===== config.mk =====
export PLATFORM = sky130hd
export DESIGN_NAME = inertial_output_bias_regs
export DESIGN_NICKNAME = d
export VERILOG_FILES = /design/src/rtl/inertial_output_bias_pkg.sv /design/src/rtl/inertial_output_bias_regs.sv
export VERILOG_INCLUDE_DIRS = /design/src /design/src/rtl
export SDC_FILE = /design/constraint.sdc
export NUM_CORES = 1
export LEC_CHECK = 0
export ABC_CLOCK_PERIOD_IN_PS = 6100
export BUFFER_PORTS_ARGS = -buffer_cell sky130_fd_sc_hd__buf_2
export CAP_MARGIN = 20
export CORE_MARGIN = 5
export CORE_UTILIZATION = 50
export CTS_BUF_LIST = sky130_fd_sc_hd__clkbuf_16
export DETAILED_ROUTE_END_ITERATION = 16
export GPL_TIMING_DRIVEN = 0
export HOLD_SLACK_MARGIN = 0.03
export MAX_ROUTING_LAYER = met4
export PLACE_DENSITY_LB_ADDON = 0.05
export SLEW_MARGIN = 20
export SYNTH_ARGS = -nofsm -noshare
export SYNTH_HDL_FRONTEND = slang
export SYNTH_SLANG_ARGS = --single-unit

===== constraint.sdc =====
create_clock -name core_clk -period 6.1 [get_ports core_clk]
set_input_delay 1.525 -clock core_clk [delete_from_list [all_inputs] [get_ports core_clk]]
set_output_delay 1.525 -clock core_clk [all_outputs]
set_load 0.05 [all_outputs]

===== src/rtl/inertial_output_bias_defs.svh =====
/*
 Register byte addresses, reset values and timing figures for the
 velocity change outputs and gyro rate offset registers.
 Assumes inclusion by bare name from the design files.
*/
`ifndef INERTIAL_OUTPUT_BIAS_DEFS_SVH
`define INERTIAL_OUTPUT_BIAS_DEFS_SVH

`define ADDR_Y_VEL_LOW 8'h34
`define ADDR_Y_VEL_HIGH 8'h36
`define ADDR_Z_VEL_LOW 8'h38
`define ADDR_Z_VEL_HIGH 8'h3a
`define ADDR_X_RATE_OFS_LOW 8'h40
`define ADDR_X_RATE_OFS_HIGH 8'h42
`define ADDR_Y_RATE_OFS_LOW 8'h44
`define ADDR_Y_RATE_OFS_HIGH 8'h46

`define RATE_OFS_RESET 16'h0000
`define VEL_RESET 16'h0000
`define READ_IDLE 16'h0000

`define CORE_CLK_HZ 50000000
`define SAMPLE_RATE_HZ 2000
`define SAMPLE_DIV_CYCLES (`CORE_CLK_HZ / `SAMPLE_RATE_HZ)

`define POS_FULL_SCALE 32'h7fff_ffff
`define NEG_FULL_SCALE 32'h8000_0000

`endif


===== src/rtl/inertial_output_bias_pkg.sv =====
/*
 Types shared by the register bank: a 32-bit value split into its
 upper and low register words.
 Assumes nothing of its surroundings.
*/
package inertial_output_bias_pkg;

    typedef struct packed {
        logic [15:0] high;
        logic [15:0] low;
    } word_pair_t;

    typedef struct packed {
        word_pair_t x;
        word_pair_t y;
    } rate_pair_t;

endpackage


===== src/rtl/inertial_output_bias_regs.sv =====
/*
 Register bank for y/z velocity change outputs and x/y gyro rate offsets,
 plus the sample-rate offset adder on the x/y gyro rate path.
 Assumes the integrator and factory correction logic sit on core_clk and
 present their values as plain same-clock inputs; the flash keeper
 reloads the offsets through the restore port after power-up.
*/
`timescale 1ns/1ns

`include "inertial_output_bias_defs.svh"

module inertial_output_bias_regs
    import inertial_output_bias_pkg::*;
#(
    parameter int unsigned SAMPLE_DIV = `SAMPLE_DIV_CYCLES
) (
    input wire logic core_clk,
    input wire logic rst_n,
    input wire logic [7:0] reg_addr,
    input wire logic [15:0] reg_wdata,
    input wire logic reg_wr,
    input wire logic reg_rd,
    output logic [15:0] reg_rdata,
    input wire word_pair_t y_vel_in,
    input wire word_pair_t z_vel_in,
    input wire rate_pair_t rate_in,
    output rate_pair_t rate_out,
    output logic sample_tick,
    output rate_pair_t ofs_image,
    input wire logic restore_valid,
    input wire rate_pair_t restore_ofs
);

    logic [15:0] div_reg;
    logic [15:0] div_next;
    word_pair_t y_vel_reg;
    word_pair_t y_vel_next;
    word_pair_t z_vel_reg;
    word_pair_t z_vel_next;
    rate_pair_t ofs_reg;
    rate_pair_t ofs_next;
    rate_pair_t rate_reg;
    rate_pair_t rate_next;
    logic [15:0] rdata_reg;
    logic [15:0] rdata_next;
    logic [7:0] word_addr;

    // offsets aligned to a 16-bit word; bit 0 is ignored, so either byte address reaches the whole word
    assign word_addr = {reg_addr[7:1], 1'b0};

    // signed add that clamps at full scale instead of wrapping
    function automatic word_pair_t sat_add(input word_pair_t a, input word_pair_t b);
        logic [32:0] sum;
        word_pair_t res;
        sum = {a[31], a} + {b[31], b};
        if (sum[32] != sum[31]) begin
            res = sum[32] ? `NEG_FULL_SCALE : `POS_FULL_SCALE;
        end else begin
            res = sum[31:0];
        end
        return res;
    endfunction

    // sample rate divider
    always_comb begin
        if (div_reg == 16'(SAMPLE_DIV - 1)) begin
            div_next = 16'h0000;
        end else begin
            div_next = div_reg + 16'h0001;
        end
    end

    always_ff @(posedge core_clk or negedge rst_n) begin
        if (!rst_n) begin
            div_reg <= 16'h0000;
        end else begin
            div_reg <= div_next;
        end
    end

    assign sample_tick = (div_reg == 16'(SAMPLE_DIV - 1));

    // velocity change capture; the pair is taken whole so both words agree
    always_comb begin
        y_vel_next = y_vel_reg;
        z_vel_next = z_vel_reg;
        if (sample_tick) begin
            y_vel_next = y_vel_in;
            z_vel_next = z_vel_in;
        end
    end

    always_ff @(posedge core_clk or negedge rst_n) begin
        if (!rst_n) begin
            y_vel_reg <= {`VEL_RESET, `VEL_RESET};
            z_vel_reg <= {`VEL_RESET, `VEL_RESET};
        end else begin
            y_vel_reg <= y_vel_next;
            z_vel_reg <= z_vel_next;
        end
    end

    // rate offsets; a host write wins over a flash restore in the same cycle
    always_comb begin
        ofs_next = ofs_reg;
        if (restore_valid) begin
            ofs_next = restore_ofs;
        end
        if (reg_wr) begin
            case (word_addr)
                `ADDR_X_RATE_OFS_LOW: begin
                    ofs_next.x.low = reg_wdata;
                end
                `ADDR_X_RATE_OFS_HIGH: begin
                    ofs_next.x.high = reg_wdata;
                end
                `ADDR_Y_RATE_OFS_LOW: begin
                    ofs_next.y.low = reg_wdata;
                end
                `ADDR_Y_RATE_OFS_HIGH: begin
                    ofs_next.y.high = reg_wdata;
                end
                default: begin
                    ofs_next = ofs_next;
                end
            endcase
        end
    end

    always_ff @(posedge core_clk or negedge rst_n) begin
        if (!rst_n) begin
            ofs_reg <= {4{`RATE_OFS_RESET}};
        end else begin
            ofs_reg <= ofs_next;
        end
    end

    assign ofs_image = ofs_reg;

    // offset adder: one result per sample, so a half-written pair can
    // affect at most the samples taken between the two word writes
    word_pair_t sum_axes [2];

    // one saturating adder per axis; index 1 is x and 0 is y, as packed
    for (genvar axis = 0; axis < 2; axis++) begin : g_axis_add
        assign sum_axes[axis] = sat_add(rate_in[axis*32 +: 32], ofs_reg[axis*32 +: 32]);
    end

    always_comb begin
        rate_next = rate_reg;
        if (sample_tick) begin
            rate_next.x = sum_axes[1];
            rate_next.y = sum_axes[0];
        end
    end

    always_ff @(posedge core_clk or negedge rst_n) begin
        if (!rst_n) begin
            rate_reg <= {4{`VEL_RESET}};
        end else begin
            rate_reg <= rate_next;
        end
    end

    assign rate_out = rate_reg;

    // read port; factory terms have no address at all
    always_comb begin
        rdata_next = `READ_IDLE;
        if (reg_rd) begin
            case (word_addr)
                `ADDR_Y_VEL_LOW: begin
                    rdata_next = y_vel_reg.low;
                end
                `ADDR_Y_VEL_HIGH: begin
                    rdata_next = y_vel_reg.high;
                end
                `ADDR_Z_VEL_LOW: begin
                    rdata_next = z_vel_reg.low;
                end
                `ADDR_Z_VEL_HIGH: begin
                    rdata_next = z_vel_reg.high;
                end
                `ADDR_X_RATE_OFS_LOW: begin
                    rdata_next = ofs_reg.x.low;
                end
                `ADDR_X_RATE_OFS_HIGH: begin
                    rdata_next = ofs_reg.x.high;
                end
                `ADDR_Y_RATE_OFS_LOW: begin
                    rdata_next = ofs_reg.y.low;
                end
                `ADDR_Y_RATE_OFS_HIGH: begin
                    rdata_next = ofs_reg.y.high;
                end
                default: begin
                    rdata_next = `READ_IDLE;
                end
            endcase
        end
    end

    always_ff @(posedge core_clk or negedge rst_n) begin
        if (!rst_n) begin
            rdata_reg <= `READ_IDLE;
        end else begin
            rdata_reg <= rdata_next;
        end
    end

    assign reg_rdata = rdata_reg;

    // helper for the assertions: cycles since the last sample tick
    logic [15:0] gap_reg;
    logic [15:0] gap_next;
    logic seen_reg;
    logic seen_next;

    always_comb begin
        gap_next = gap_reg + 16'h0001;
        if (sample_tick) begin
            gap_next = 16'h0000;
        end
        seen_next = seen_reg | sample_tick;
    end

    always_ff @(posedge core_clk or negedge rst_n) begin
        if (!rst_n) begin
            gap_reg <= 16'h0000;
            seen_reg <= 1'b0;
        end else begin
            gap_reg <= gap_next;
            seen_reg <= seen_next;
        end
    end
endmodule // inertial_output_bias_regs


==> results.py <==
metrics = {
    "status": {
        "outcome": "complete, no violations",
    },
    "floorplan": {
        "core_sq_um": 27000,
        "die_area_sq_um": 30900,
        "die_x_um": 176,
        "row_count": 60,
        "die_y_um": 176,
        "start_util": 0.509,
        "io_pins": 366,
    },
    "sta": {
        "final-max-slew-violation-count": 0,
        "tightest_slew_ns": 1.06,
        "fin_crit_sh": 0.867,
        "setup_viol": 0,
        "maxSlewHeadroom": 0.295,
        "finalCriticalPeriod_ns": 5.29,
        "fin_worst_skew_ns": 0.0124,
        "rsz0062_at_grt": "no",
        "fmax_mhz": 189,
        "fin_ws_ns": 0.812,
        "hold_slack_ns": 0.468,
        "hold_viol": 0,
    },
    "setup_path": {
        "crit_path_end_kind": "output pin",
        "worstSetupPathType": "reg -> out",
        "reg2reg_slack_ns": 2.24,
        "critical_path_arrival_ns": 3.76,
        "worst-r2r-cell-count": 14,
        "start_kind": "register",
        "required_ns": 4.58,
        "path_max_fanout": 10,
        "r2r_start": "ofs_image[32]",
        "r2r-end": "rate_out[53]",
    },
    "routing": {
        "drt_wl_total_um": 54700,
        "drt_pass1_iterations": 10,
        "post-route-drc-count": 0,
        "ant_nets": 0,
        "drt-wirelength-per-cell_um": 23.3,
        "num_vias": 13900,
        "wl_met3_um": 4250,
        "via_per_inst": 5.92,
        "drtIter0Drc": 1252,
        "wl_met1_um": 23200,
        "top_layer": "met4",
        "met2_wirelength_um": 24500,
    },
    "logic_synthesis": {
        "synthArstFlopShare": 1.00,
        "ys.flop_type": "dfrtp_1",
        "synth_area_leaders": "dfrtp_1 (41%), nand2_1 (8.8%), ha_1 (5.9%), a21oi_1 (5.5%), mux2i_1 (5.5%)",
        "synth_seq_cells": 224,
        "syn_area_per_cell_sq_um": 8.61,
        "synth_common_cells": "nand2_1 (321), dfrtp_1 (224), nor2_1 (169)",
        "synth_edf_count": 0,
        "ys_seq_area_frac": 0.408,
        "synth_cell_types": 76,
        "yosysWarnings": 0,
        "synth.most_common_cell": "nand2_1",
        "synth_area_sq_um": 13700,
        "syn-num-nets": 1885,
        "synthCells": 1597,
        "synth_largest_area_cell": "dfrtp_1",
        "yosysTopAreaCellShare": 0.408,
    },
    "finish": {
        "regArea_sq_um": 5610,
        "drive_above_1_share": 0.229,
        "fillCellCount": 2461,
        "final_cells": 2354,
        "final_nets": 2276,
        "multi_input_area_sq_um": 7650,
        "area_growth_pct": 22.4,
    },
    "place": {
        "dp_slack_ns": 1.20,
        "dp_cells": 2302,
        "port_buffers": 362,
        "dp_hpwl_um": 43900,
        "gp_congestion": 1.01,
    },
    "cts": {
        "ctsRootBufferMaster": "clkbuf_16",
        "cts_tree": "yes",
        "cts_buffers": 25,
        "cts_num_sinks": 224,
        "cts_setup_buffers": 0,
        "cts-resized-gates": 0,
        "path_clk_slew_ns": 0.06,
        "htree_num_levels": 1,
        "clock_latency_ns": 0.53,
        "clk_path_buf_depth": 3,
        "postCtsHoldBufs": 0,
    },
    "pwr": {
        "leakage_nw": 8.07,
        "ir_worst_vdd_mv": 0.209,
        "power.density_nw_per_um2": 263,
    },
    "grt": {
        "grt_pass1_vias": 13600,
        "grt_usage": 0.352,
        "grt_max_degree": 93,
        "antenna_found_initial": 7,
        "overflow": 0,
        "grt_first_pass_wirelength_um": 81700,
    },
    "hold_path": {
        "hp-class": "reg -> reg",
        "hold_end": "div_reg[0]",
        "hold_path_depth": 1,
        "min_from": "div_reg[0]",
    },
    "flow_run": {
        "cap_violations": 0,
    },
}
## per-layer routing
layer,track usage,vias to the layer above
li1,-,6455
met1,0.472,6639
met2,0.535,694
met3,0.0542,145
met4,0.149,0
met5,-,-
## worst max-delay path by stage
stage                      startpoint             to  slack (ns)  cells past startpoint
final                      div_reg[3]    sample_tick        0.81                      7
after global routing       div_reg[3]    sample_tick        0.70                      7
after CTS                  div_reg[3]    sample_tick        0.83                      7
after detailed placement  rate_in[32]   rate_out[53]        1.20                     15
after global placement          rst_n  z_vel_reg[19]       -0.43                      1
after floorplan           rate_in[32]   rate_out[41]        2.02                     14
## critical path, stage by stage (launching register included)
cell and delay [ns]:
dfrtp_1 0.41, or4_1 0.52, or4_1 0.46, clkbuf_1 0.27, inv_1 0.22, buf_2 0.40
buf_1 0.56, buf_2 0.38
## placed cells by master, fill, tap and decap left out, types with 6 or more instances in the layout
master,n
o21ai_0,95
a22oi_1,7
a21o_1,29
nor3_1,15
maj3_1,6
nor2b_1,8
buf_2,379
clkinv_2,6
and3_1,6
nand3_1,22
a222oi_1,20
clkbuf_1,68
xor2_1,27
nand2b_1,10
a21oi_1,152
o21ai_1,8
and2_1,7
nand4_1,15
nor2_1,169
inv_1,24
o211ai_1,13
dfrtp_1,224
mux2i_1,75
ha_1,65
mux2_2,18
a221oi_1,14
a211oi_1,8
o21a_1,8
clkinv_1,6
xnor2_1,37
o31ai_1,8
clkbuf_16,25
a31oi_1,18
nand2_1,321
o21bai_1,7
diode_2,7
## cells by family after synthesis
kind of cell               after synthesis  synth area share
and+or+nand+nor                        599             0.183
AOI/OAI and AO/OA                      425             0.194
DFF                                    224             0.408
buffers and inverters                  117            0.0359
muxes                                   95            0.0726
adders and majority gates               73            0.0664
xor gates and xnor gates                64            0.0408
## area by class of cell
type	count	area share
multi-input cells	1256	0.455
clock buffers	25	0.0372
clock inverters	20	0.00751
flip-flops and latches	224	0.333
inverters	21	0.00469
diodes	7	0.00104
well taps	341	0.0254
plain buffers	96	0.0247
repair buffers	364	0.112
## where the power goes
group / internal (mW) / switching [mW]
sequential: 1.53 / 0.111
combinational: 0.471 / 0.876
clock: 0.789 / 0.643
## stage by stage
stage,utilization,power (mW),TNS (ns),area [sq um]
after floorplan,-,2.50,0,13700
after global placement,0.592,2.97,-86.33,16000
after detailed placement,0.594,2.99,0,16100
after CTS,0.622,4.39,0,16800
after global routing,0.622,4.59,0,16800
final,0.622,4.42,0,16800
(Power assumes the default switching activity.)
